$ cat src/occr_pkg.sv
package occr_pkg;

	// ----------------------------------------------------------------
	// Command codes (register offsets)
	// ----------------------------------------------------------------
	localparam logic [7:0] OFF_CLOCK_DIVIDER  = 8'h00;
	localparam logic [7:0] OFF_BRIGHT_A       = 8'h01;
	localparam logic [7:0] OFF_BRIGHT_B       = 8'h02;
	localparam logic [7:0] OFF_BOOST_CTRL     = 8'h03;
	localparam logic [7:0] OFF_BOOST_OFFSET   = 8'h06;
	localparam logic [7:0] OFF_DISPLAY_CTRL   = 8'h10;
	localparam logic [7:0] OFF_DISPLAY_DIR    = 8'h11;
	localparam logic [7:0] OFF_SCAN_LINES     = 8'h12;
	localparam logic [7:0] OFF_STATUS         = 8'h40;

	// ----------------------------------------------------------------
	// Field positions
	// ----------------------------------------------------------------
	localparam int BRIGHT_SRC_BIT  = 7;
	localparam int CONV_EN_BIT     = 0;
	localparam int CONV_TRACK_BIT  = 1;
	localparam int CONV_FREQ_LSB   = 2;
	localparam int DISP_ON_BIT     = 0;
	localparam int DISP_ALL_BIT    = 1;
	localparam int DISP_REV_BIT    = 2;
	localparam int DIR_HMIR_BIT    = 0;
	localparam int DIR_VMIR_BIT    = 1;
	localparam int DIR_DUMMY_LSB   = 4;
	localparam int STAT_SCAN_BIT   = 0;
	localparam int STAT_GND_BIT    = 1;
	localparam int STAT_DIM_BIT    = 2;
	localparam int STAT_CONV_BIT   = 3;

	// ----------------------------------------------------------------
	// Reset values
	// ----------------------------------------------------------------
	localparam logic [2:0] RST_CLOCK_DIV   = 3'h0;
	localparam logic [6:0] RST_ADJUST      = 7'h00;
	localparam logic [1:0] RST_CONV_FREQ   = 2'h0;
	localparam logic [2:0] RST_VOLT_OFFSET = 3'h0;
	localparam logic [1:0] RST_DUMMY       = 2'h0;
	localparam logic [6:0] RST_SCAN_LINES  = 7'h47;

endpackage : occr_pkg

$ cat src/occr_regs.sv
// Behaviour
// - Command word: code in bits 15..8, data in bits 7..0.
// - Code 00h sets 3-bit clock divide select, 1/1 to 1/128, reset 1/1.
// - Code 01h stores 7-bit adjust value A, reset zero.
// - Source A bit: 0 selects OTP A value, 1 selects register A.
// - Code 02h stores 7-bit adjust value B, reset zero.
// - Source B bit: 0 selects OTP B value, 1 selects register B.
// - Code 03h bit 0 enables step-up converter; disabled after reset.
// - Loop tracking bit: 0 tracks forward voltage pad, 1 internal bandgap.
// - Two-bit converter frequency: 150, 200, 250, 300 kHz; reset 150.
// - Code 06h loads 3-bit voltage offset code, reset zero.
// - Display off stops scanning, grounds outputs; converter follows own enable.
// - Display on with all-lit set lights every pixel.
// - Reverse bit inverts pixel data read from display RAM.
// - Horizontal mirror reorders columns as data is written to RAM.
// - Vertical mirror flips displayed image vertically.
// - Dummy-line field gives one, two, four or eight dummy lines.
// - Code 12h loads scan line select, n selects line n+1, reset 47h.
// - Dimmer change waits for vertical sync when on, immediate when off.
//
// Added by the designer: the strobed register port.
`timescale 1ns/1ps
module occr_regs (
	// Clock and reset
	input  wire logic       clk,
	input  wire logic       rst,
	// Command port
	input  wire logic [7:0] addr,
	input  wire logic [7:0] wdata,
	input  wire logic       wr,
	input  wire logic       rd,
	output logic      [7:0] rdata,
	// Clock divider
	output logic      [2:0] clock_divide_select,
	output logic            sclk_tick,
	// Brightness adjustment
	output logic      [6:0] adjust_value_a,
	output logic            adjust_source_a,
	output logic      [6:0] adjust_value_b,
	output logic            adjust_source_b,
	// Converter
	output logic            converter_enable,
	output logic            loop_tracking_select,
	output logic      [1:0] converter_frequency,
	output logic      [2:0] voltage_offset_code,
	// Display control
	output logic            display_on,
	output logic            all_pixels_lit,
	output logic            display_reverse,
	output logic            scan_enable,
	output logic            outputs_low_ground,
	// Direction and scan
	output logic            horizontal_mirror,
	output logic            vertical_mirror,
	output logic      [1:0] dummy_line_count,
	output logic      [3:0] dummy_lines,
	output logic      [6:0] scan_line_select,
	// Pixel paths
	input  wire logic       ram_pixel,
	output logic            pixel_out,
	input  wire logic [7:0] write_column,
	output logic      [7:0] ram_column,
	input  wire logic [6:0] scan_row,
	output logic      [6:0] display_row,
	// Dimmer timing
	input  wire logic       dimmer_request,
	input  wire logic       vertical_sync_input,
	output logic            dimmer_apply
);

	// ----------------------------------------------------------------
	// State
	// ----------------------------------------------------------------
	typedef struct packed {
		logic [2:0] div;
		logic [6:0] adj_a;
		logic       src_a;
		logic [6:0] adj_b;
		logic       src_b;
		logic       conv_en;
		logic       track;
		logic [1:0] freq;
		logic [2:0] voff;
		logic       disp_on;
		logic       all_lit;
		logic       rev;
		logic       hmir;
		logic       vmir;
		logic [1:0] dummy;
		logic [6:0] scan;
		logic [7:0] rdata;
		logic [6:0] div_cnt;
		logic       tick;
		logic       vs_meta;
		logic       vs_sync;
		logic       vs_prev;
		logic       dim_pend;
		logic       dim_apply;
		logic       pix;
		logic [7:0] col;
		logic [6:0] row;
	} occr_state_t;

	occr_state_t st_r;
	occr_state_t st_nxt;
	logic [15:0] cmd_word;
	logic        vs_rise;
	logic        dim_want;

	function automatic logic [7:0] readback(input occr_state_t s, input logic [7:0] a);
		logic [7:0] v;
		v = 8'h00;
		unique case (a)
			occr_pkg::OFF_CLOCK_DIVIDER: v = {5'h00, s.div};
			occr_pkg::OFF_BRIGHT_A:      v = {s.src_a, s.adj_a};
			occr_pkg::OFF_BRIGHT_B:      v = {s.src_b, s.adj_b};
			occr_pkg::OFF_BOOST_CTRL:    v = {4'h0, s.freq, s.track, s.conv_en};
			occr_pkg::OFF_BOOST_OFFSET:  v = {5'h00, s.voff};
			occr_pkg::OFF_DISPLAY_CTRL:  v = {5'h00, s.rev, s.all_lit, s.disp_on};
			occr_pkg::OFF_DISPLAY_DIR:   v = {2'h0, s.dummy, 2'h0, s.vmir, s.hmir};
			occr_pkg::OFF_SCAN_LINES:    v = {1'b0, s.scan};
			occr_pkg::OFF_STATUS: begin
				v[occr_pkg::STAT_SCAN_BIT] = s.disp_on;
				v[occr_pkg::STAT_GND_BIT]  = ~s.disp_on;
				v[occr_pkg::STAT_DIM_BIT]  = s.dim_pend;
				v[occr_pkg::STAT_CONV_BIT] = s.conv_en;
			end
			default: v = 8'h00;
		endcase
		return v;
	endfunction : readback

	// Write command codes that this bank answers to
	function automatic logic is_command(input logic [7:0] code);
		return code inside {occr_pkg::OFF_CLOCK_DIVIDER, occr_pkg::OFF_BRIGHT_A, occr_pkg::OFF_BRIGHT_B,
			occr_pkg::OFF_BOOST_CTRL, occr_pkg::OFF_BOOST_OFFSET, occr_pkg::OFF_DISPLAY_CTRL,
			occr_pkg::OFF_DISPLAY_DIR, occr_pkg::OFF_SCAN_LINES};
	endfunction : is_command

	// ----------------------------------------------------------------
	// Next state
	// ----------------------------------------------------------------
	always_comb begin
		st_nxt   = st_r;
		cmd_word = {addr, wdata};
		if (wr) begin
			unique case (cmd_word[15:8])
				occr_pkg::OFF_CLOCK_DIVIDER: st_nxt.div = cmd_word[2:0];
				occr_pkg::OFF_BRIGHT_A: begin
					st_nxt.adj_a = cmd_word[6:0];
					st_nxt.src_a = cmd_word[occr_pkg::BRIGHT_SRC_BIT];
				end
				occr_pkg::OFF_BRIGHT_B: begin
					st_nxt.adj_b = cmd_word[6:0];
					st_nxt.src_b = cmd_word[occr_pkg::BRIGHT_SRC_BIT];
				end
				occr_pkg::OFF_BOOST_CTRL: begin
					st_nxt.conv_en = cmd_word[occr_pkg::CONV_EN_BIT];
					st_nxt.track   = cmd_word[occr_pkg::CONV_TRACK_BIT];
					st_nxt.freq    = cmd_word[occr_pkg::CONV_FREQ_LSB +: 2];
				end
				occr_pkg::OFF_BOOST_OFFSET: st_nxt.voff = cmd_word[2:0];
				occr_pkg::OFF_DISPLAY_CTRL: begin
					st_nxt.disp_on = cmd_word[occr_pkg::DISP_ON_BIT];
					st_nxt.all_lit = cmd_word[occr_pkg::DISP_ALL_BIT];
					st_nxt.rev     = cmd_word[occr_pkg::DISP_REV_BIT];
				end
				occr_pkg::OFF_DISPLAY_DIR: begin
					st_nxt.hmir  = cmd_word[occr_pkg::DIR_HMIR_BIT];
					st_nxt.vmir  = cmd_word[occr_pkg::DIR_VMIR_BIT];
					st_nxt.dummy = cmd_word[occr_pkg::DIR_DUMMY_LSB +: 2];
				end
				occr_pkg::OFF_SCAN_LINES: st_nxt.scan = cmd_word[6:0];
				default: st_nxt.div = st_r.div;
			endcase
		end
		// Read data stand only in the cycle after the strobe
		st_nxt.rdata = rd ? readback(st_r, addr) : 8'h00;

		// Divided clock tick: low div bits all ones
		st_nxt.div_cnt = st_r.div_cnt + 7'h01;
		st_nxt.tick    = ((st_r.div_cnt & 7'((8'h01 << st_r.div) - 8'h01))
			== 7'((8'h01 << st_r.div) - 8'h01));

		// Vertical sync synchroniser and edge
		st_nxt.vs_meta = vertical_sync_input;
		st_nxt.vs_sync = st_r.vs_meta;
		st_nxt.vs_prev = st_r.vs_sync;
		vs_rise        = st_r.vs_sync & ~st_r.vs_prev;
		dim_want       = st_r.dim_pend | dimmer_request;
		st_nxt.dim_apply = st_r.disp_on ? (dim_want & vs_rise) : dim_want;
		st_nxt.dim_pend  = st_r.disp_on & dim_want & ~vs_rise;

		// Pixel path: off grounds, all-lit overrides, reverse inverts
		if (!st_r.disp_on)
			st_nxt.pix = 1'b0;
		else if (st_r.all_lit)
			st_nxt.pix = 1'b1;
		else
			st_nxt.pix = ram_pixel ^ st_r.rev;

		st_nxt.col = st_r.hmir ? ~write_column : write_column;
		st_nxt.row = st_r.vmir ? 7'(st_r.scan - scan_row) : scan_row;
	end

	// ----------------------------------------------------------------
	// Registers
	// ----------------------------------------------------------------
	always_ff @(posedge clk or posedge rst) begin
		if (rst) begin
			st_r       <= '0;
			st_r.div   <= occr_pkg::RST_CLOCK_DIV;
			st_r.adj_a <= occr_pkg::RST_ADJUST;
			st_r.adj_b <= occr_pkg::RST_ADJUST;
			st_r.freq  <= occr_pkg::RST_CONV_FREQ;
			st_r.voff  <= occr_pkg::RST_VOLT_OFFSET;
			st_r.dummy <= occr_pkg::RST_DUMMY;
			st_r.scan  <= occr_pkg::RST_SCAN_LINES;
		end else begin
			st_r <= st_nxt;
		end
	end

	// ----------------------------------------------------------------
	// Outputs
	// ----------------------------------------------------------------
	assign rdata                = st_r.rdata;
	assign clock_divide_select  = st_r.div;
	assign sclk_tick            = st_r.tick;
	assign adjust_value_a       = st_r.adj_a;
	assign adjust_source_a      = st_r.src_a;
	assign adjust_value_b       = st_r.adj_b;
	assign adjust_source_b      = st_r.src_b;
	assign converter_enable     = st_r.conv_en;
	assign loop_tracking_select = st_r.track;
	assign converter_frequency  = st_r.freq;
	assign voltage_offset_code  = st_r.voff;
	assign display_on           = st_r.disp_on;
	assign all_pixels_lit       = st_r.all_lit;
	assign display_reverse      = st_r.rev;
	assign scan_enable          = st_r.disp_on;
	assign outputs_low_ground   = ~st_r.disp_on;
	assign horizontal_mirror    = st_r.hmir;
	assign vertical_mirror      = st_r.vmir;
	assign dummy_line_count     = st_r.dummy;
	assign dummy_lines          = 4'(5'h01 << st_r.dummy);
	assign scan_line_select     = st_r.scan;
	assign pixel_out            = st_r.pix;
	assign ram_column           = st_r.col;
	assign display_row          = st_r.row;
	assign dimmer_apply         = st_r.dim_apply;

	// ----------------------------------------------------------------
	// Assertions
	// ----------------------------------------------------------------
	a_scan_write: assert property (@(posedge clk) disable iff (rst)
		wr && addr == occr_pkg::OFF_SCAN_LINES |=> scan_line_select == $past(wdata[6:0]))
		else $error("scan line select not loaded");

	a_undefined_keep: assert property (@(posedge clk) disable iff (rst)
		wr && !is_command(addr) |=> $stable({clock_divide_select, adjust_source_a, adjust_value_a,
			adjust_source_b, adjust_value_b, converter_enable, loop_tracking_select, converter_frequency,
			voltage_offset_code, display_on, all_pixels_lit, display_reverse, horizontal_mirror,
			vertical_mirror, dummy_line_count, scan_line_select}))
		else $error("undefined code changed a register");

	a_conv_enable: assert property (@(posedge clk) disable iff (rst)
		wr && addr == occr_pkg::OFF_BOOST_CTRL |=> converter_enable == $past(wdata[0])
			&& converter_frequency == $past(wdata[3:2]))
		else $error("converter control not loaded");

	a_div_one: assert property (@(posedge clk) disable iff (rst)
		!$past(rst) && $past(clock_divide_select) == 3'h0 |-> sclk_tick)
		else $error("divide by one missed a tick");

	a_off_ground: assert property (@(posedge clk) disable iff (rst)
		!display_on |=> !pixel_out)
		else $error("pixel driven while display off");

	a_all_lit: assert property (@(posedge clk) disable iff (rst)
		display_on && all_pixels_lit |=> pixel_out)
		else $error("all-lit pixel not lit");

	a_reverse_pix: assert property (@(posedge clk) disable iff (rst)
		display_on && !all_pixels_lit && display_reverse |=> pixel_out == !$past(ram_pixel))
		else $error("reverse not applied");

	a_hmirror_col: assert property (@(posedge clk) disable iff (rst)
		horizontal_mirror |=> ram_column == ~$past(write_column))
		else $error("column not mirrored");

	a_dimmer_off: assert property (@(posedge clk) disable iff (rst)
		!display_on && dimmer_request ##1 !dimmer_request |-> dimmer_apply ##1 !dimmer_apply)
		else $error("dimmer not applied at once while off");

	a_div_write: assert property (@(posedge clk) disable iff (rst)
		wr && addr == occr_pkg::OFF_CLOCK_DIVIDER |=> clock_divide_select == $past(wdata[2:0]))
		else $error("divide select not loaded");

	a_div_hold: assert property (@(posedge clk) disable iff (rst)
		!(wr && addr == occr_pkg::OFF_CLOCK_DIVIDER) |=> $stable(clock_divide_select))
		else $error("divide select changed without its command");

	a_tick_gap: assert property (@(posedge clk) disable iff (rst)
		sclk_tick && clock_divide_select == 3'h1 && $past(clock_divide_select) == 3'h1
			|=> !sclk_tick)
		else $error("divide by two ticked twice in a row");

	a_adjust_a: assert property (@(posedge clk) disable iff (rst)
		wr && addr == occr_pkg::OFF_BRIGHT_A |=> {adjust_source_a, adjust_value_a} == $past(wdata))
		else $error("adjust A not loaded");

	a_adjust_b: assert property (@(posedge clk) disable iff (rst)
		wr && addr == occr_pkg::OFF_BRIGHT_B |=> {adjust_source_b, adjust_value_b} == $past(wdata))
		else $error("adjust B not loaded");

	a_track_load: assert property (@(posedge clk) disable iff (rst)
		wr && addr == occr_pkg::OFF_BOOST_CTRL |=> loop_tracking_select == $past(wdata[1]))
		else $error("loop tracking select not loaded");

	a_offset_load: assert property (@(posedge clk) disable iff (rst)
		wr && addr == occr_pkg::OFF_BOOST_OFFSET |=> voltage_offset_code == $past(wdata[2:0]))
		else $error("voltage offset not loaded");

	a_disp_load: assert property (@(posedge clk) disable iff (rst)
		wr && addr == occr_pkg::OFF_DISPLAY_CTRL
			|=> {display_reverse, all_pixels_lit, display_on} == $past(wdata[2:0]))
		else $error("display control not loaded");

	a_off_conv: assert property (@(posedge clk) disable iff (rst)
		$changed(display_on) |-> $stable(converter_enable))
		else $error("converter moved with display on bit");

	a_ground_idle: assert property (@(posedge clk) disable iff (rst)
		!display_on |-> outputs_low_ground && !scan_enable)
		else $error("scanning while display off");

	a_plain_pix: assert property (@(posedge clk) disable iff (rst)
		display_on && !all_pixels_lit && !display_reverse |=> pixel_out == $past(ram_pixel))
		else $error("pixel altered without reverse");

	a_dir_load: assert property (@(posedge clk) disable iff (rst)
		wr && addr == occr_pkg::OFF_DISPLAY_DIR |=> {dummy_line_count, vertical_mirror, horizontal_mirror}
			== {$past(wdata[5:4]), $past(wdata[1:0])})
		else $error("direction not loaded");

	a_plain_col: assert property (@(posedge clk) disable iff (rst)
		!horizontal_mirror |=> ram_column == $past(write_column))
		else $error("column altered without mirror");

	a_vmirror_row: assert property (@(posedge clk) disable iff (rst)
		vertical_mirror |=> display_row == 7'($past(scan_line_select) - $past(scan_row)))
		else $error("row not flipped");

	a_plain_row: assert property (@(posedge clk) disable iff (rst)
		!vertical_mirror |=> display_row == $past(scan_row))
		else $error("row altered without mirror");

	a_dummy_decode: assert property (@(posedge clk) disable iff (rst)
		dummy_lines == ((dummy_line_count == 2'h0) ? 4'h1 : (dummy_line_count == 2'h1) ? 4'h2
			: (dummy_line_count == 2'h2) ? 4'h4 : 4'h8))
		else $error("dummy line decode wrong");

	a_scan_hold: assert property (@(posedge clk) disable iff (rst)
		!(wr && addr == occr_pkg::OFF_SCAN_LINES) |=> $stable(scan_line_select))
		else $error("scan line select changed without its command");

	a_dimmer_hold: assert property (@(posedge clk) disable iff (rst)
		display_on && dimmer_request && !vs_rise |=> !dimmer_apply)
		else $error("dimmer applied before vertical sync");

	a_dimmer_sync: assert property (@(posedge clk) disable iff (rst)
		display_on && (st_r.dim_pend || dimmer_request) && vs_rise |=> dimmer_apply)
		else $error("dimmer not applied at vertical sync");

	a_sync_two: assert property (@(posedge clk) disable iff (rst)
		vs_rise |-> $past(vertical_sync_input, 2))
		else $error("sync edge without pin rise");

	a_status_dim: assert property (@(posedge clk) disable iff (rst)
		rd && addr == occr_pkg::OFF_STATUS |=> rdata[occr_pkg::STAT_DIM_BIT] == $past(st_r.dim_pend))
		else $error("status pending bit wrong");

	a_read_idle: assert property (@(posedge clk) disable iff (rst)
		!rd |=> rdata == 8'h00)
		else $error("read data without read strobe");

endmodule : occr_regs

$ cat config.mk
export PLATFORM = sky130hd
export DESIGN_NAME = occr_regs
export DESIGN_NICKNAME = d
export VERILOG_FILES = /design/src/occr_pkg.sv /design/src/occr_regs.sv
export SDC_FILE = /design/constraint.sdc
export NUM_CORES = 1
export LEC_CHECK = 0
export BUFFER_PORTS_ARGS = -buffer_cell sky130_fd_sc_hd__buf_2
export CAP_MARGIN = 30
export CORE_MARGIN = 3
export CORE_UTILIZATION = 53
export DETAILED_ROUTE_END_ITERATION = 10
export HOLD_SLACK_MARGIN = 0.12
export PLACE_DENSITY = 0.8
export SKIP_LAST_GASP = 1
export SLEW_MARGIN = 10
export SYNTH_ARGS = -nofsm -noshare
export SYNTH_HDL_FRONTEND = slang
export SYNTH_SLANG_ARGS = --single-unit
$ cat constraint.sdc
create_clock -name clk -period 2.8 [get_ports clk]
set_input_delay 0.14 -clock clk [delete_from_list [all_inputs] [get_ports clk]]
set_output_delay 0.14 -clock clk [all_outputs]
set_load 0.05 [all_outputs]
==> flow_metrics.tcl <==
set metrics [dict create \
    run_status "finished, final reports clean" \
    io_pins 110 \
    drtIter0Drc 205 \
    dp_hpwl_mm 6.615 \
    antenna_found_initial 0 \
    drt_wl_total_mm 9.110 \
    grtUsageTotal_pct 22.14 \
    finalPower_mw 2.561 \
    cap_violations 0 \
    ys_ff_latch 77 \
    finalWorstSetupSlack_ns 0.6154 \
    die_w_um 94.13 \
    hold_class "in2reg" \
    cts_buffer_depth 2 \
    fp.coreArea_um2 7408 \
    synth_fp_nets 406 \
    critPathLaunchType "flop" \
    worst-endpoint-arrival_ns 2.41 \
    overflow 0 \
    initial_utilization_pct 55.56 \
    drive_gt1_share_pct 41.07 \
    max-vdd-ir-drop_mv 0.3214 \
    synth_top_cells_by_area "dfrtp_1, mux2_2, buf_4, xor2_1, dfstp_2" \
    synth_top_cell_by_area "dfrtp_1" \
    dp_slack_ns 0.6501 \
    fmax_mhz 457.7 \
    crit_type "reg2reg" \
    hold_viol_final 0 \
    period_needed_ns 2.185 \
    synth_top_cell_area_share_pct 44.38 \
    reg2regPathDepth 8 \
    cts-root-buf "clkbuf_8" \
    finClkSkew_ns 0.01004 \
    htreeDepth 3 \
    powerDensity_nw_per_um2 533.6 \
    synth_most_common_cell "dfrtp_1" \
    ant_nets 0 \
    fp.dieH_um 94.13 \
    drt_drc_violations_left 0 \
    endpoint_kind "flop" \
    n_antenna_cell 0 \
    cts.sinks 77 \
    p_leak_nw 2.449 \
    num-nets-final 489 \
    finalCritPeriodShare_pct 78.02 \
    cts_buffers 9 \
    max_slew_margin_pct 47.83 \
    rows 31 \
    vias_per_cell 5.294 \
    io_buffers 109 \
    grt_pass1_vias 3012 \
    yosysSeqAreaShare_pct 46.93 \
    firstDrtPassIters 4 \
    worstSkewPairLatency_ns 0.34 \
    grt_max_degree 39 \
    cts_tree "done" \
    worst_slew_pin_slew_ns 0.7814 \
    placed_cells 507 \
    cts.clk_slew.worst_paths_ns 0.07 \
    grt_pass1_wl_mm 14.99 \
    ys_async_sr_fraction_pct 100.0 \
    wire_per_inst_um 16.65 \
    setup_tns_ns 0 \
    setup_viol 0 \
    ys_warn_count 0 \
    syn_area_per_cell_um2 11.43 \
    synthCells 360 \
    globalplace.congestion 0.8889 \
    crit_fanout 4 \
    synth_top_cells_by_count "dfrtp_1, buf_4, mux2_2, nor2_1, nand2_1" \
    vias 2896 \
    synth_edf_count 0 \
    rsz0062_at_grt "false" \
    syn_to_final_growth_pct 16.60 \
    required_ns 3.02 \
    whs_path_depth 2 \
    post_cts_buffers 0 \
    syn-cell-area_um2 4116 \
    synth.distinct_cells 50 \
    instances_no_fill 547 \
    die_area_um2 8860 \
    maxSlewViolCount 0 \
    synthFlopType "dfrtp_1" \
]
[layout by cell type, fill, tap and decap left out, types with 3 or more instances in the layout]
master and n:
mux2_4 4, dfstp_2 4, nor2b_1 3, o21ai_0 10
and2_1 3, buf_2 109, nand3_1 9, xnor2_1 5
mux2i_1 4, nand2b_1 5, nand3b_1 3, clkbuf_8 9
nand4_1 3, nor2_1 18, a22o_1 3, a22oi_1 8
dlygate4sd3_1 24, nor3b_1 4, a32oi_1 3, mux2_1 8
xor2_1 13, nand2_1 17, a21oi_1 10, ha_1 7
mux2_2 38, inv_1 13, dfrtp_1 73
[routing by layer]
| metal | track usage, % | wire, um | vias up |
|---|---|---|---|
| met3 | 5.369 | 631 | 12 |
| met1 | 29.41 | 4021 | 1402 |
| li1 | - | - | 1370 |
| met2 | 35.48 | 4336 | 112 |
| met5 | 0 | 0 | - |
| met4 | 7.461 | 121 | 0 |
[worst max-delay path, cell delays in order (launching register included)]
cell and delay, ns:
dfstp_2 0.55, inv_1 0.05, ha_1 0.22, fa_1 0.39, nand2b_1 0.19, a21oi_1 0.23
nand4_1 0.14, nor3b_1 0.18, xnor2_1 0.14
[layout make-up]
class / count / area, um^2
multi-input combinational: 206 / 1682
clock inverter: 5 / 77.57
inverter: 14 / 52.55
fill: 631 / 2609
timing repair buffer: 135 / 800.8
tap: 99 / 123.9
sequential: 77 / 1932
clock buffer: 11 / 131.4
[where the power goes]
part | switching [mW] | internal, mW
Sequential | 0.0401 | 1.16
Clock | 0.384 | 0.500
Combinational | 0.327 | 0.146
Total | 0.751 | 1.81
[path summary, 6_finish.rpt]
path | from | to | slack (ns)
worst min register to register | st_nxt[19]$_DFF_PP0_ | st_nxt[18]$_DFF_PP0_ | 0.35
worst max-delay path | scan_line_select[0]$_DFFE_PP1P_ | display_row[6]$_DFF_PP0_ | 0.62
max in group asynchronous | rst | clock_divide_select[2]$_DFFE_PP0P_ | 1.49
worst max register to register | scan_line_select[0]$_DFFE_PP1P_ | display_row[6]$_DFF_PP0_ | 0.62
min in group asynchronous | rst | display_row[0]$_DFF_PP0_ | 0.49
worst min-delay path | wdata[2] | adjust_value_a[2]$_DFFE_PP0P_ | 0.15
[stage by stage]
stage	hold slack (ns)	util [%]	instance area, um^2
5_1_grt	0.1332	64.79	4800
3_5_place_dp	0.2494	58.72	4350
3_3_place_gp	0.2499	58.72	4350
2_1_floorplan	0.1714	-	4116
6_report	0.1458	64.79	4800
4_1_cts	0.1312	64.79	4800
[flip-flops by register name, indices dropped and copies added (netlist names), 7 cells and up]
register	count
adjust_value_a	7
ram_column	8
scan_line_select	7
adjust_value_b	7
rdata	8
st_r	9
display_row	7
[logic make-up after synthesis]
kind of cell	count (synthesis)	share of synthesized area, %
XOR/XNOR	18	3.830
AO/OA/AOI/OAI	46	7.539
AND/OR/NAND/NOR	80	11.85
buffers and inverters	77	12.22
multiplexers	54	15.02
adder cells (fa/ha/maj)	8	2.614
flip-flops	77	46.93
[what timing repair did]
item                      CTS  global route
hold endpoints to repair   69             0
resized for setup           0             0
hold buffers               24             0
No activity file was read; power rests on OpenSTA's default activity.
